==> src/design/bvc_map.vh <==
`ifndef BVC_MAP_VH
`define BVC_MAP_VH
// configuration dword byte offsets
`define BVC_OFF_DIAG1      8'hc4
`define BVC_OFF_DIAG2      8'hc8
`define BVC_OFF_SUBSYS     8'hd0
`define BVC_OFF_GENCTL     8'hd4
// reset values
`define BVC_RST_DIAG1      32'h00120108
`define BVC_RST_DIAG2      32'h32142000
`define BVC_RST_SUBSYS     32'h00000000
`define BVC_RST_GENCTL     32'h8600025f
// writable bit masks
`define BVC_WMASK_DIAG1    32'h001fffff
`define BVC_WMASK_DIAG2    32'hffff1fbf
`define BVC_WMASK_GENCTL   32'hfeffffff
// field positions
`define BVC_IDLE_TMR_HI    5
`define BVC_IDLE_TMR_LO    2
`define BVC_LAT_SEP_HI     20
`define BVC_LAT_SEP_LO     18
`define BVC_LAT_SHR_HI     17
`define BVC_LAT_SHR_LO     15
`define BVC_FTS_SEP_HI     31
`define BVC_FTS_SEP_LO     24
`define BVC_FTS_SHR_HI     23
`define BVC_FTS_SHR_LO     16
`define BVC_LAYER_REV_HI   15
`define BVC_LAYER_REV_LO   13
`define BVC_LINK_NUM_HI    12
`define BVC_LINK_NUM_LO    8
`define BVC_L2_SAVE_BIT    7
`define BVC_BAR_EN_BIT     5
`endif

==> src/design/bvc_regs.v <==
// Operation
// - diag one bits 5:2 hold the read/write idle entry timer in 62.5 MHz ticks, reset 0010b.
// - with the shared clock bit clear, the separate-clock fast train count in 31:24 is sent.
// - with the shared clock bit set, the shared-clock fast train count in 23:16 is sent.
// - deep sleep power saving applies only while bit 7 of diag two is 1.
// - bit 6 of diag two reads 0 and ignores writes.
// - the base window at offset 10h is enabled only while diag two bit 5 is 1, off at reset.
// - bits 31:16 written to the alias register appear as the board product ident at 46h.
// - bits 15:0 written to the alias register appear as the board maker ident at 44h.
// - general control resets to 8600025fh and mixes read-only and read/write fields.
// - the sleep exit latency mirrored into link capabilities is chosen by the shared clock bit.
`timescale 1ns/1ns
`include "bvc_map.vh"
module bvc_regs #(
  // revision code, value is arbitrary
  parameter [2:0] PHY_REVISION = 3'h1
) (
  input  wire        mclk,
  input  wire        rst_n,
  input  wire        cfg_wr,
  input  wire        cfg_rd,
  input  wire [7:0]  cfg_addr,
  input  wire [3:0]  cfg_be,
  input  wire [31:0] cfg_wdata,
  output reg  [31:0] cfg_rdata,
  output reg         cfg_rvalid,
  input  wire        shared_clock_config_bit,
  output reg  [7:0]  fast_train_count,
  output reg  [2:0]  sleep_exit_latency,
  output reg  [3:0]  idle_entry_timer,
  output reg  [4:0]  link_number,
  output reg         deep_sleep_power_save_enable,
  output reg         first_base_window_enable,
  output reg  [15:0] board_product_ident,
  output reg  [15:0] board_maker_ident,
  output reg  [31:0] general_control
);

  localparam LANES = 4;

  reg  [31:0] diag1_r;
  reg  [31:0] diag2_r;
  reg  [31:0] subsys_r;
  reg  [31:0] genctl_r;
  reg         shclk_s1_r;
  reg         shclk_s2_r;
  wire        hit_diag1;
  wire        hit_diag2;
  wire        hit_subsys;
  wire        hit_genctl;
  wire [31:0] diag1_nxt;
  wire [31:0] diag2_nxt;
  wire [31:0] subsys_nxt;
  wire [31:0] genctl_nxt;
  wire [31:0] wmask_diag1;
  wire [31:0] wmask_diag2;
  wire [31:0] wmask_genctl;
  wire [31:0] diag1_view;
  wire [31:0] diag2_view;
  wire [31:0] genctl_view;
  reg  [31:0] rd_nxt;
  reg  [7:0]  fts_nxt;
  reg  [2:0]  lat_nxt;
  genvar      lane;

  // offset decode
  assign hit_diag1  = (cfg_addr == `BVC_OFF_DIAG1);
  assign hit_diag2  = (cfg_addr == `BVC_OFF_DIAG2);
  assign hit_subsys = (cfg_addr == `BVC_OFF_SUBSYS);
  assign hit_genctl = (cfg_addr == `BVC_OFF_GENCTL);

  // writable bits, the rest are read-only
  assign wmask_diag1  = `BVC_WMASK_DIAG1;
  assign wmask_diag2  = `BVC_WMASK_DIAG2;
  assign wmask_genctl = `BVC_WMASK_GENCTL;

  // read-only bits read zero, revision shown in diag two
  assign diag1_view  = diag1_r & wmask_diag1;
  assign diag2_view  = {diag2_r[31:16], PHY_REVISION, diag2_r[12:7], 1'b0, diag2_r[5:0]};
  assign genctl_view = genctl_r & wmask_genctl;

  // per byte lane write merge
  generate
    for (lane = 0; lane < LANES; lane = lane + 1)
    begin : g_lane
      wire       lane_wr;
      wire [7:0] wd;
      wire [7:0] wm_d1;
      wire [7:0] wm_d2;
      wire [7:0] wm_gc;
      wire [7:0] cur_d1;
      wire [7:0] cur_d2;
      wire [7:0] cur_ss;
      wire [7:0] cur_gc;
      assign lane_wr = cfg_wr & cfg_be[lane];
      assign wd      = cfg_wdata[8*lane +: 8];
      assign wm_d1   = wmask_diag1[8*lane +: 8];
      assign wm_d2   = wmask_diag2[8*lane +: 8];
      assign wm_gc   = wmask_genctl[8*lane +: 8];
      assign cur_d1  = diag1_r[8*lane +: 8];
      assign cur_d2  = diag2_r[8*lane +: 8];
      assign cur_ss  = subsys_r[8*lane +: 8];
      assign cur_gc  = genctl_r[8*lane +: 8];
      assign diag1_nxt[8*lane +: 8] = (lane_wr & hit_diag1) ?
        ((cur_d1 & ~wm_d1) | (wd & wm_d1)) : cur_d1;
      assign diag2_nxt[8*lane +: 8] = (lane_wr & hit_diag2) ?
        ((cur_d2 & ~wm_d2) | (wd & wm_d2)) : cur_d2;
      assign subsys_nxt[8*lane +: 8] = (lane_wr & hit_subsys) ?
        wd : cur_ss;
      assign genctl_nxt[8*lane +: 8] = (lane_wr & hit_genctl) ?
        ((cur_gc & ~wm_gc) | (wd & wm_gc)) : cur_gc;
    end
  endgenerate

  // register update, every clock
  always @(posedge mclk)
  begin
    if (!rst_n)
    begin
      diag1_r  <= `BVC_RST_DIAG1;
      diag2_r  <= `BVC_RST_DIAG2;
      subsys_r <= `BVC_RST_SUBSYS;
      genctl_r <= `BVC_RST_GENCTL;
    end
    else
    begin
      diag1_r  <= diag1_nxt;
      diag2_r  <= diag2_nxt;
      subsys_r <= subsys_nxt;
      genctl_r <= genctl_nxt;
    end
  end

  // read mux, unmapped offsets read zero
  always @*
  begin
    rd_nxt = 32'h00000000;
    if (cfg_addr == `BVC_OFF_DIAG1)
      rd_nxt = diag1_view;
    else if (cfg_addr == `BVC_OFF_DIAG2)
      rd_nxt = diag2_view;
    else if (cfg_addr == `BVC_OFF_SUBSYS)
      rd_nxt = subsys_r;
    else if (cfg_addr == `BVC_OFF_GENCTL)
      rd_nxt = genctl_view;
  end

  // registered read answer
  always @(posedge mclk)
  begin
    if (!rst_n)
    begin
      cfg_rdata  <= 32'h00000000;
      cfg_rvalid <= 1'b0;
    end
    else
    begin
      cfg_rvalid <= cfg_rd;
      cfg_rdata  <= cfg_rd ? rd_nxt : 32'h00000000;
    end
  end

  // shared clock bit arrives from link control
  always @(posedge mclk)
  begin
    if (!rst_n)
    begin
      shclk_s1_r <= 1'b0;
      shclk_s2_r <= 1'b0;
    end
    else
    begin
      shclk_s1_r <= shared_clock_config_bit;
      shclk_s2_r <= shclk_s1_r;
    end
  end

  // mirrored fields follow the synchronised shared clock bit
  always @*
  begin
    fts_nxt = diag2_r[`BVC_FTS_SEP_HI:`BVC_FTS_SEP_LO];
    lat_nxt = diag1_r[`BVC_LAT_SHR_HI:`BVC_LAT_SHR_LO];
    if (shclk_s2_r)
    begin
      fts_nxt = diag2_r[`BVC_FTS_SHR_HI:`BVC_FTS_SHR_LO];
      lat_nxt = diag1_r[`BVC_LAT_SEP_HI:`BVC_LAT_SEP_LO];
    end
  end

  // registered field outputs, one cycle behind the registers
  always @(posedge mclk)
  begin
    if (!rst_n)
    begin
      fast_train_count             <= 8'h00;
      sleep_exit_latency           <= 3'h0;
      idle_entry_timer             <= 4'h0;
      link_number                  <= 5'h00;
      deep_sleep_power_save_enable <= 1'b0;
      first_base_window_enable     <= 1'b0;
      board_product_ident          <= 16'h0000;
      board_maker_ident            <= 16'h0000;
      general_control              <= 32'h00000000;
    end
    else
    begin
      fast_train_count             <= fts_nxt;
      sleep_exit_latency           <= lat_nxt;
      idle_entry_timer             <= diag1_r[`BVC_IDLE_TMR_HI:`BVC_IDLE_TMR_LO];
      link_number                  <= diag2_r[`BVC_LINK_NUM_HI:`BVC_LINK_NUM_LO];
      deep_sleep_power_save_enable <= diag2_r[`BVC_L2_SAVE_BIT];
      first_base_window_enable     <= diag2_r[`BVC_BAR_EN_BIT];
      board_product_ident          <= subsys_r[31:16];
      board_maker_ident            <= subsys_r[15:0];
      general_control              <= genctl_r;
    end
  end

endmodule // bvc_regs

==> config.mk <==
export PLATFORM = sky130hd
export DESIGN_NAME = bvc_regs
export DESIGN_NICKNAME = d
export VERILOG_FILES = /design/src/design/bvc_regs.v
export VERILOG_INCLUDE_DIRS = /design/src /design/src/design
export SDC_FILE = /design/constraint.sdc
export NUM_CORES = 1
export LEC_CHECK = 0
export BUFFER_PORTS_ARGS = -buffer_cell sky130_fd_sc_hd__clkbuf_2
export CORE_AREA = 2 2 130 132
export DETAILED_ROUTE_END_ITERATION = 8
export DIE_AREA = 0 0 132 134
export PLACE_DENSITY_LB_ADDON = 0.05
export SLEW_MARGIN = 20
export SYNTH_ARGS = -nofsm -noshare
export SYNTH_HDL_FRONTEND = slang
export SYNTH_SLANG_ARGS = --single-unit
==> constraint.sdc <==
create_clock -name mclk -period 2.2 [get_ports mclk]
set_input_delay 0.44 -clock mclk [delete_from_list [all_inputs] [get_ports mclk]]
set_output_delay 0.44 -clock mclk [all_outputs]
set_load 0.03 [all_outputs]
==> metrics.md, run 1 <==
| Metric | Value |
|---|---|
| Critical Path RT | 1.76 ns |
| TritonCTS clock tree | done |
| Dpl ws | ~0.22 ns |
| First-pass GRT wire length | 31900 um |
| Vias in the first global route | 6037 |
| Crit path from | cfg_rdata[6] |
| Clk pin slew, worst setup/hold paths | around 0.060 ns |
| Cell count after synthesis | 857 |
| Worst r2r dst | sleep_exit_latency[2] |
| IO Port Bufs | around 170 |
| Mapped Area | roughly 0.0080 sq mm |
| Avg Cell Area, Syn | 9.37 sq um |
| Synth Flop Type | dfxtp_1 |
| Initial antenna violation count | 1 |
| Top delay family on crit path | flip-flops |
| GRT overflow | 0 |
| Critical path depth in cells | 1 |
| CTS hold repair buffers | 0 |
| Worst hold path type | input pin to flip-flop |
| Setup_tns | 0 ns |
| Post-DRT Antenna Nets | 0 |
| Critical R2R Launch | shclk_s2_r |
| Fmax | about 0.66 GHz |
| Hold_ws | approximately 0.15 ns |
| Largest net degree at the start of global routing | roughly 180 |
| H-tree levels | 1 |
| VDD IR max | approximately 0.66 mV |
| Proportion of layout cells with a drive suffix above 1 | approximately a quarter |
| Row cnt | 47 |
| Final wirelength | 20000 um |
| Boundary Pins | 168 |
| Max incr delay on CP | ~0.36 ns |
| Critical Path, Cell by Cell | clkbuf_2 |
| Reg-to-reg slack, setup | between 0.9 and 1 ns |
| Yosys reg bits | between 200 and 250 |
| Worst path slowest cell | dfxtp_1 |
| Dpl cells | 1215 |
| DR WL/cell | 15.9 um |
| Yosys top cell by area | dfxtp_1 |
| Final critical-path required period | between 1.5 and 2 ns |
| Arr. time, crit path | 1.08 ns |
| Die Y | around 130 um |
| Final setup viols | 0 |
| Pwr/cell area | 853 mW/mm^2 |
| Post-CTS setup buffer count | 0 |
| Post-route insts no fill | between 1000 and 1500 |
| Syn-to-layout area delta | 24.2% |
| Crit path max fanout | 1 |
| Most common library cells after synthesis | dfxtp_1, nand2_1, o21ai_0 |
| Most common cell in the netlist | dfxtp_1 |
| Status | complete, no violations |
| Top-area cell type share of the netlist area | between 50 and 60% |
| Asr flop ratio synth | 0% |
| Vias/cell | about 5.0 |
| Ys Warns | 0 |
| CTS max path bufs | 3 |
| Register area share after synthesis | just under 60% |
| Number of CTS-inserted buffers | 24 |
| Residual DRC count | 0 |
| Crit path to | cfg_rdata[6] |
| Lkg Pwr | around 0.0046 uW |
| Gpl congestion | approximately 0.81 |
| Initial core utilization | between 40 and 50% |
| GR Util All Layers | between 20 and 25% |
| Worst-Margin Slew | 0.726 ns |
| Post-synth EDFFs | 0 |
| DP HPWL | approximately 13000 um |
| CP Launch Type | flip-flop |
| DRT Pass-1 Iters | 7 |
| Clk root buf | clkbuf_16 |
| Syn nets | 906 |
| Setup CP Type | flip-flop to output port |
| Max Cap Viol | 0 |
| DRT iter0 DRCs | ~500 |
| Synth area leaders | dfxtp_1, mux2i_1, nand2_1, o21ai_0, nand3_1 |
| Post-CTS resize count | 0 |
| Clock latency on the worst-skew pair | 0.50 ns |
| Final Cycle Share | about 69% |
| Inserted Diodes | 0 |
| R2R cell count | 2 |
| Nets@finish | 1070 |
| Fin. max-slew vios | 0 |
| Core area | approximately 0.016 sq mm |
| CTS sink count | 232 |
| Worst clock skew | approximately 0.0053 ns |
| Max_slew headroom | approximately half |
| Die Wd | approximately 130 um |
| PnR worst setup slack | a little under 0.7 ns |
| Final number of hold-violating endpoints | 0 |
| Vias | 6335 |
| RSZ-0062 raised after global routing | no |
| Critical path buffers and inverters | 1 |
| Critical Path End Type | output port |
| Distinct cell type count after synthesis | 36 |
| Total chip power | about 8500 uW |
| DIE AREA | between 0.015 and 0.02 sq mm |
-- how the worst min path moves through the flow --
stage / cells after the start / from / end
after floorplan: 1 / shclk_s1_r / shclk_s2_r
after global routing: 2 / shared_clock_config_bit / shclk_s1_r
after global placement: 1 / shclk_s1_r / shclk_s2_r
after detailed placement: 1 / shclk_s1_r / shclk_s2_r
after CTS: 2 / shared_clock_config_bit / shclk_s1_r
final: 2 / shared_clock_config_bit / shclk_s1_r
-- cells in the final DEF (no fill, tap or decap), types with 25 or more instances in the layout --
| cell type | n |
|---|---|
| clkbuf_16 | 25 |
| o21ai_0 | 60 |
| and2_1 | 38 |
| clkbuf_2 | 165 |
| nand3_1 | 56 |
| a21oi_1 | 28 |
| dfxtp_1 | 232 |
| mux2i_1 | 59 |
| inv_1 | 42 |
| nand2_1 | 157 |
| buf_4 | 27 |
| nor2_1 | 29 |
-- where the power goes --
part | internal [uW] | switching [uW]
logic | 125 | 236
registers | 4220 | 11.2
clock network | 2330 | 1580
-- state kept, by name, indices dropped and copies added, names as in the netlist, 5 cells and up --
| name | flops |
|---|---|
| board_maker_ident | 16 |
| general_control | 31 |
| board_product_ident | 16 |
| genctl_r | 31 |
| diag1_r | 21 |
| cfg_rdata | 32 |
| fast_train_count | 8 |
| subsys_r | 32 |
| link_number | 5 |
| diag2_r | 28 |
-- cells by family after synthesis --
logic type             count (synthesis)  synth area share (%)
and+or+nand+nor                      328                  19.4
DFF                                  232                  57.8
AOI/OAI and AO/OA                    136                  10.2
buffers and inverters                101                  5.13
muxes                                 59                  7.35
other                                  1                0.0467
-- per-stage QoR --
step / util, % / cell area (sq um)
2_1_floorplan: - / 8030
3_3_place_gp: 56.5 / 9200
3_5_place_dp: 56.5 / 9200
4_1_cts: 61.2 / 9970
5_1_grt: 61.2 / 9970
6_report: 61.2 / 9970
-- layout make-up --
cell class                 count  area (sq um)
sequential                   232          4640
clock inverter                 7          63.8
multi-input combinational    524          3000
tap                          220           275
clock buffer                  36           707
fill                        1463          6320
inverter                      42           158
timing repair buffer         197          1130
-- routing by layer --
| metal | vias up | share of wire (%) | global-route usage, % | routed length [um] |
|---|---|---|---|---|
| li1 | 3183 | - | - | - |
| met1 | 2936 | 45 | 30.4 | 9050 |
| met2 | 190 | 46 | 37.1 | 9310 |
| met3 | 26 | 6.8 | 4.31 | 1370 |
| met4 | 0 | 1.5 | 5.62 | 305 |
| met5 | - | 0 | 0 | 0 |
Power figures use the tool's default switching activity.
==> inputs of run 2 (changes only) <==
Settings changed: ABC_AREA set to 1, CORE_AREA 2 2 130 132 to 2 2 134 136, DIE_AREA 0 0 132 134 to 0 0 136 138.
Clock period 2.2 ns to 1.6 ns, I/O delays scaled along.
==> metrics.md, run 2 <==
| Metric | Value |
|---|---|
| Proportion of layout cells with a drive suffix above 1 | 21.2% (-2.7 points) |
| Arr. time, crit path | 1.09 ns (about the same) |
| DR WL/cell | 14.7 um (-7.9%) |
| Die Y | 138 um (+3.0%) |
| DP HPWL | 15200 um (+14%) |
| Total chip power | 11900 uW (+40%) |
| TritonCTS clock tree | done |
| Initial antenna violation count | 0 (-1) |
| Critical Path End Type | output port |
| Post-CTS resize count | 0 (unchanged) |
| Area of the multi-input gates | 0.00313 sq mm (+4.3%) |
| Max Cap Viol | 0 (unchanged) |
| Most frequent cells in the layout | nand2_1, dfxtp_1, clkbuf_2, nand3_1, inv_1 |
| Crit path max fanout | 1 (unchanged) |
| DIE AREA | 0.0188 sq mm (+6.1%) |
| Vias/cell | 4.99 (-0.92%) |
| Top-area cell type share of the netlist area | 54.8% (-3.0 points) |
| Seq. cell area | 0.00464 sq mm (unchanged) |
| Asr flop ratio synth | 0% (unchanged) |
| Nets@finish | 1340 (+25%) |
| Gpl congestion | 0.811 (+0.11%) |
| Initial core utilization | 48.3% (-0.96 points) |
| Final number of hold-violating endpoints | 0 (unchanged) |
| Yosys top cell by area | dfxtp_1 |
| Residual DRC count | 0 (unchanged) |
| Syn nets | 1160 (+28%) |
| Critical Path RT | 1.28 ns (-0.48 ns) |
| Clk pin slew, worst setup/hold paths | 0.06 ns (about the same) |
| Max incr delay on CP | 0.35 ns (about the same) |
| Pwr/cell area | 1130 mW/mm^2 (+32%) |
| Clk root buf | clkbuf_16 |
| Worst path slowest cell | dfxtp_1 |
| PnR worst setup slack | 0.194 ns (-0.484 ns) |
| Cell count after synthesis | 1111 (+30%) |
| GR Util All Layers | 23.5% (+1.1 points) |
| First-pass GRT wire length | 35700 um (+12%) |
| Dpl ws | -0.0516 ns (-0.276 ns) |
| Syn-to-layout area delta | 24.9% |
| Most common cell in the netlist | nand2_1 |
| GRT overflow | 0 (unchanged) |
| Critical path depth in cells | 1 (unchanged) |
| Yosys reg bits | 232 (unchanged) |
| IO Port Bufs | 166 (unchanged) |
| Boundary Pins | 168 (unchanged) |
| Core area | 0.0175 sq mm (+7.6%) |
| DRT iter0 DRCs | 462 (-7.8%) |
| DRT Pass-1 Iters | 5 (-2) |
| Synth area leaders | dfxtp_1, nand2_1, nand3_1, a21oi_1, inv_1 |
| Hold_ws | 0.0316 ns (-0.116 ns) |
| Final Cycle Share | between 80% and 90% |
| Vias in the first global route | 6978 (+16%) |
| Largest net degree at the start of global routing | 88 (-52%) |
| Fin. max-slew vios | 0 (unchanged) |
| Distinct cell type count after synthesis | 21 (-42%) |
| Ys Warns | 0 (unchanged) |
| Avg Cell Area, Syn | 7.63 sq um (-19%) |
| Final setup viols | 0 (unchanged) |
| Most common library cell in the layout ignoring fill and taps | nand2_1 |
| Die Wd | 136 um (+3.0%) |
| Top flop regs | cfg_rdata x32, subsys_r x32 |
| Synth Flop Type | dfxtp_1 |
| Util after Layout | 60.4% (-0.85 points) |
| Worst clock skew | 0.00562 ns (+0.000358 ns) |
| # fillers | 1717 (+17%) |
| Post-synth EDFFs | 0 (unchanged) |
| CP Launch Type | flip-flop |
| Final critical-path required period | 1.41 ns |
| RSZ-0062 raised after global routing | no |
| Fmax | just over 0.7 GHz |
| CTS max path bufs | 3 (unchanged) |
| Lkg Pwr | 0.00531 uW (+15%) |
| Status | complete, no violations |
| Clock latency on the worst-skew pair | 0.51 ns (about the same) |
| Most common library cells after synthesis | nand2_1, dfxtp_1, nand3_1 |
| Row cnt | 49 (+4.3%) |
| Critical path buffers and inverters | 1 (unchanged) |
| Post-CTS setup buffer count | 0 (unchanged) |
| Worst hold path type | input pin to flip-flop |
| Vias | 7654 (+21%) |
| CTS sink count | 232 (unchanged) |
| Mapped Area | 0.00848 sq mm (+5.5%) |
| Register area share after synthesis | 54.8% (-3.0 points) |
| VDD IR max | 0.750 mV (+13%) |
| Inserted Diodes | 0 (unchanged) |
| Top delay family on crit path | flip-flops |
| Post-DRT Antenna Nets | 0 (unchanged) |
| H-tree levels | 1 (unchanged) |
| CTS hold repair buffers | 0 (unchanged) |
| Final wirelength | 22500 um (+12%) |
| Number of CTS-inserted buffers | 24 (unchanged) |
| R2R cell count | 3 (+1) |
| Setup CP Type | flip-flop to output port |
| Critical Path, Cell by Cell | clkbuf_2 |
| Worst hold stages | 3 (+1) |
==> run 2: logic make-up after synthesis <==
logic type             share of synthesized area (%)
flip-flops                                      54.8
AO/OA/AOI/OAI                                   7.03
other                                         0.0442
AND/OR/NAND/NOR                                 29.7
buffers and inverters                           8.49
==> run 2: metal layers <==
metal	global-route usage [%]	vias up	wire length, um
met5	0	-	0
met4	7.35	0	533
met3	3.81	36	1450
met2	36.4	241	10200
met1	33.7	3493	10400
li1	-	3884	-
==> run 2: power by group <==
| group | total [uW] | switching [uW] | leakage (uW) | internal, uW |
|---|---|---|---|---|
| combinational | 536 | 383 | 0.00304 | 152 |
| sequential | 5820 | 11.6 | 0.00188 | 5810 |
| clock | 5590 | 2190 | 0.000398 | 3400 |
==> run 2: worst min-delay path: cells and delay by family <==
kind                   cells  cell delay, ns
buffers and inverters      2            0.14
AND/OR/NAND/NOR            1            0.05
==> run 2: final timing paths <==
| check | startpoint | slack [ns] | to |
|---|---|---|---|
| worst max register to register | shclk_s2_r | 0.48 | fast_train_count[4] |
| worst min register to register | shclk_s1_r | 0.41 | shclk_s2_r |
| worst max-delay path | cfg_rdata[12] | 0.19 | cfg_rdata[12] |
| worst min-delay path | shared_clock_config_bit | 0.03 | shclk_s1_r |
==> run 2: metrics by stage <==
step                      cell area (sq um)  cells  TNS [ns]
after floorplan                        8480   1111         0
after global placement                 9780   1494    -0.138
after detailed placement               9780   1494    -0.828
after CTS                             10600   1534         0
after global routing                  10600   1534         0
final                                 10600   1534         0
==> run 2: final cells by class <==
cell class              count  area share, %
flip-flops and latches    232           43.9
multi-input cells         703           29.5
repair buffers            217           12.3
clock buffers              37           7.19
inverters                 113           4.01
well taps                 229           2.71
clock inverters             3          0.378
==> inputs of run 3 (changes only) <==
Settings changed: CORE_AREA 2 2 134 136 to 5 5 152 154, DIE_AREA 0 0 136 138 to 0 0 157 159.
==> metrics.md, run 3 (synthesis gave the netlist of run 2 again) <==
| Metric | Value |
|---|---|
| Status | complete, no violations |
| Syn-to-layout area delta | 27.5% |
| Die Wd | 157 um (+15%) |
| Dpl cells | 1562 (+4.6%) |
| VDD IR max | 0.781 mV (+4.1%) |
| Post-CTS resize count | 0 (unchanged) |
| Critical path buffers and inverters | 1 (unchanged) |
| Row cnt | 54 (+10%) |
| IO Port Bufs | 166 (unchanged) |
| TritonCTS clock tree | done |
| Fin. max-slew vios | 0 (unchanged) |
| Most frequent cells in the layout | nand2_1, dfxtp_1, clkbuf_2, nand3_1, inv_1 |
| Number of CTS-inserted buffers | 25 (+4.2%) |
| Die Y | 159 um (+15%) |
| Worst clock skew | 0.00883 ns (+0.00320 ns) |
| Top flop regs | cfg_rdata x32, subsys_r x32 |
| Vias/cell | 4.77 (-4.5%) |
| Post-route insts no fill | 1607 (+4.8%) |
| Critical Path RT | 1.28 ns (about the same) |
| Core area | 0.0216 sq mm (+23%) |
| Worst path slowest cell | dfxtp_1 |
| Clock latency on the worst-skew pair | 0.51 ns (about the same) |
| Dpl ws | -0.0450 ns (+0.00661 ns) |
| CTS max path bufs | 3 (unchanged) |
| Total chip power | 11800 uW (-0.83%) |
| Largest net degree at the start of global routing | 60 (-32%) |
| Proportion of layout cells with a drive suffix above 1 | 22.4% (+1.2 points) |
| DRT Pass-1 Iters | 5 (unchanged) |
| Worst hold path type | input pin to flip-flop |
| Final wirelength | 24500 um (+9.1%) |
| Lkg Pwr | 0.00539 uW (+1.5%) |
| CTS hold repair buffers | 0 (unchanged) |
| Final critical-path required period | 1.40 ns (-0.00301 ns) |
| Area post-placement | 0.0100 sq mm (+2.5%) |
| Critical Path End Type | output port |
| Final setup viols | 0 (unchanged) |
| Residual DRC count | 0 (unchanged) |
| Most common library cell in the layout ignoring fill and taps | nand2_1 |
| DP HPWL | 17200 um (+13%) |
| H-tree levels | 1 (unchanged) |
| CP Launch Type | flip-flop |
| Fmax | 0.713 GHz (+0.21%) |
| Critical Path, Cell by Cell | clkbuf_2 |
| Top delay family on crit path | flip-flops |
| DRT iter0 DRCs | 530 (+15%) |
| Hold_ws | 0.0402 ns (+0.00865 ns) |
| RSZ-0062 raised after global routing | no |
| GR Util All Layers | 19.2% (-4.3 points) |
| Initial core utilization | 39.3% (-9.0 points) |
| First-pass GRT wire length | 39500 um (+11%) |
| Pwr/cell area | 1100 mW/mm^2 (-2.8%) |
| Clk root buf | clkbuf_16 |
| Inserted Diodes | 0 (unchanged) |
| Initial antenna violation count | 1 (+1) |
| DR WL/cell | 15.3 um (+4.1%) |
| DIE AREA | 0.0250 sq mm (+33%) |
| Post-CTS setup buffer count | 0 (unchanged) |
| Post-DRT Antenna Nets | 0 (unchanged) |
| Arr. time, crit path | 1.08 ns (about the same) |
| CTS sink count | 232 (unchanged) |
| Finished Cell Area | 0.0108 sq mm (+2.1%) |
| Boundary Pins | 168 (unchanged) |
| Final number of hold-violating endpoints | 0 (unchanged) |
| Nets@finish | 1358 (+1.3%) |
| Gpl congestion | 0.819 (+1.1%) |
| GRT overflow | 0 (unchanged) |
| Max Cap Viol | 0 (unchanged) |
| Vias in the first global route | 7414 (+6.2%) |
| Vias | 7660 (+0.078%) |
| Final Cycle Share | 87.7% (-0.19 points) |
| Max incr delay on CP | 0.35 ns (about the same) |
| Setup CP Type | flip-flop to output port |
| PnR worst setup slack | 0.197 ns (+0.00301 ns) |
| Clk pin slew, worst setup/hold paths | 0.06 ns (about the same) |
| Crit path max fanout | 1 (unchanged) |
==> run 3: cell count changes in the layout (fill, tap and decap cells not counted) <==
cell	change
clkbuf_1	+2
buf_4	+13
buf_12	+4
clkinv_2	+6
clkbuf_8	-6
clkinvlp_4	+3
==> run 3: worst paths after layout <==
| check | from | endpoint | slack (ns) | cells after the start |
|---|---|---|---|---|
| min | shared_clock_config_bit | shclk_s1_r | 0.04 | 3 |
| max reg2reg | shclk_s2_r | fast_train_count[3] | 0.57 | 3 |
| min reg2reg | shclk_s1_r | shclk_s2_r | 0.41 | 2 |
| max | fast_train_count[1] | fast_train_count[1] | 0.20 | 1 |
==> run 3: stage by stage <==
step,utilization (%),setup TNS [ns]
finish,50.1,0
detailed placement,46.5,-0.544
CTS,50.1,0
global route,50.1,0
global placement,46.5,-0.160
floorplan,-,0
==> run 3: report_power, final <==
group          internal (uW)  leakage, uW  switching [uW]
sequential              5810      0.00188            12.3
combinational            166      0.00314             389
clock                   3170     0.000381            2300
==> run 3: final cells by class <==
| type | instances | area, sq um |
|---|---|---|
| Sequential cell | 232 | 4640 |
| Timing Repair Buffer | 234 | 1480 |
| Clock buffer | 33 | 686 |
| Clock inverter | 12 | 92.6 |
| Tap cell | 280 | 350 |
| Inverter | 113 | 424 |
| Fill cell | 2164 | 10700 |
| Multi-Input combinational cell | 703 | 3130 |
==> run 3: metal layers <==
metal  track usage [%]  vias up  wire, um
met5                 0        -        11
met4              4.54        2       462
met2              29.2      219     10500
met3              3.13       40      1520
met1              28.6     3466     12000
li1                  -     3933         -
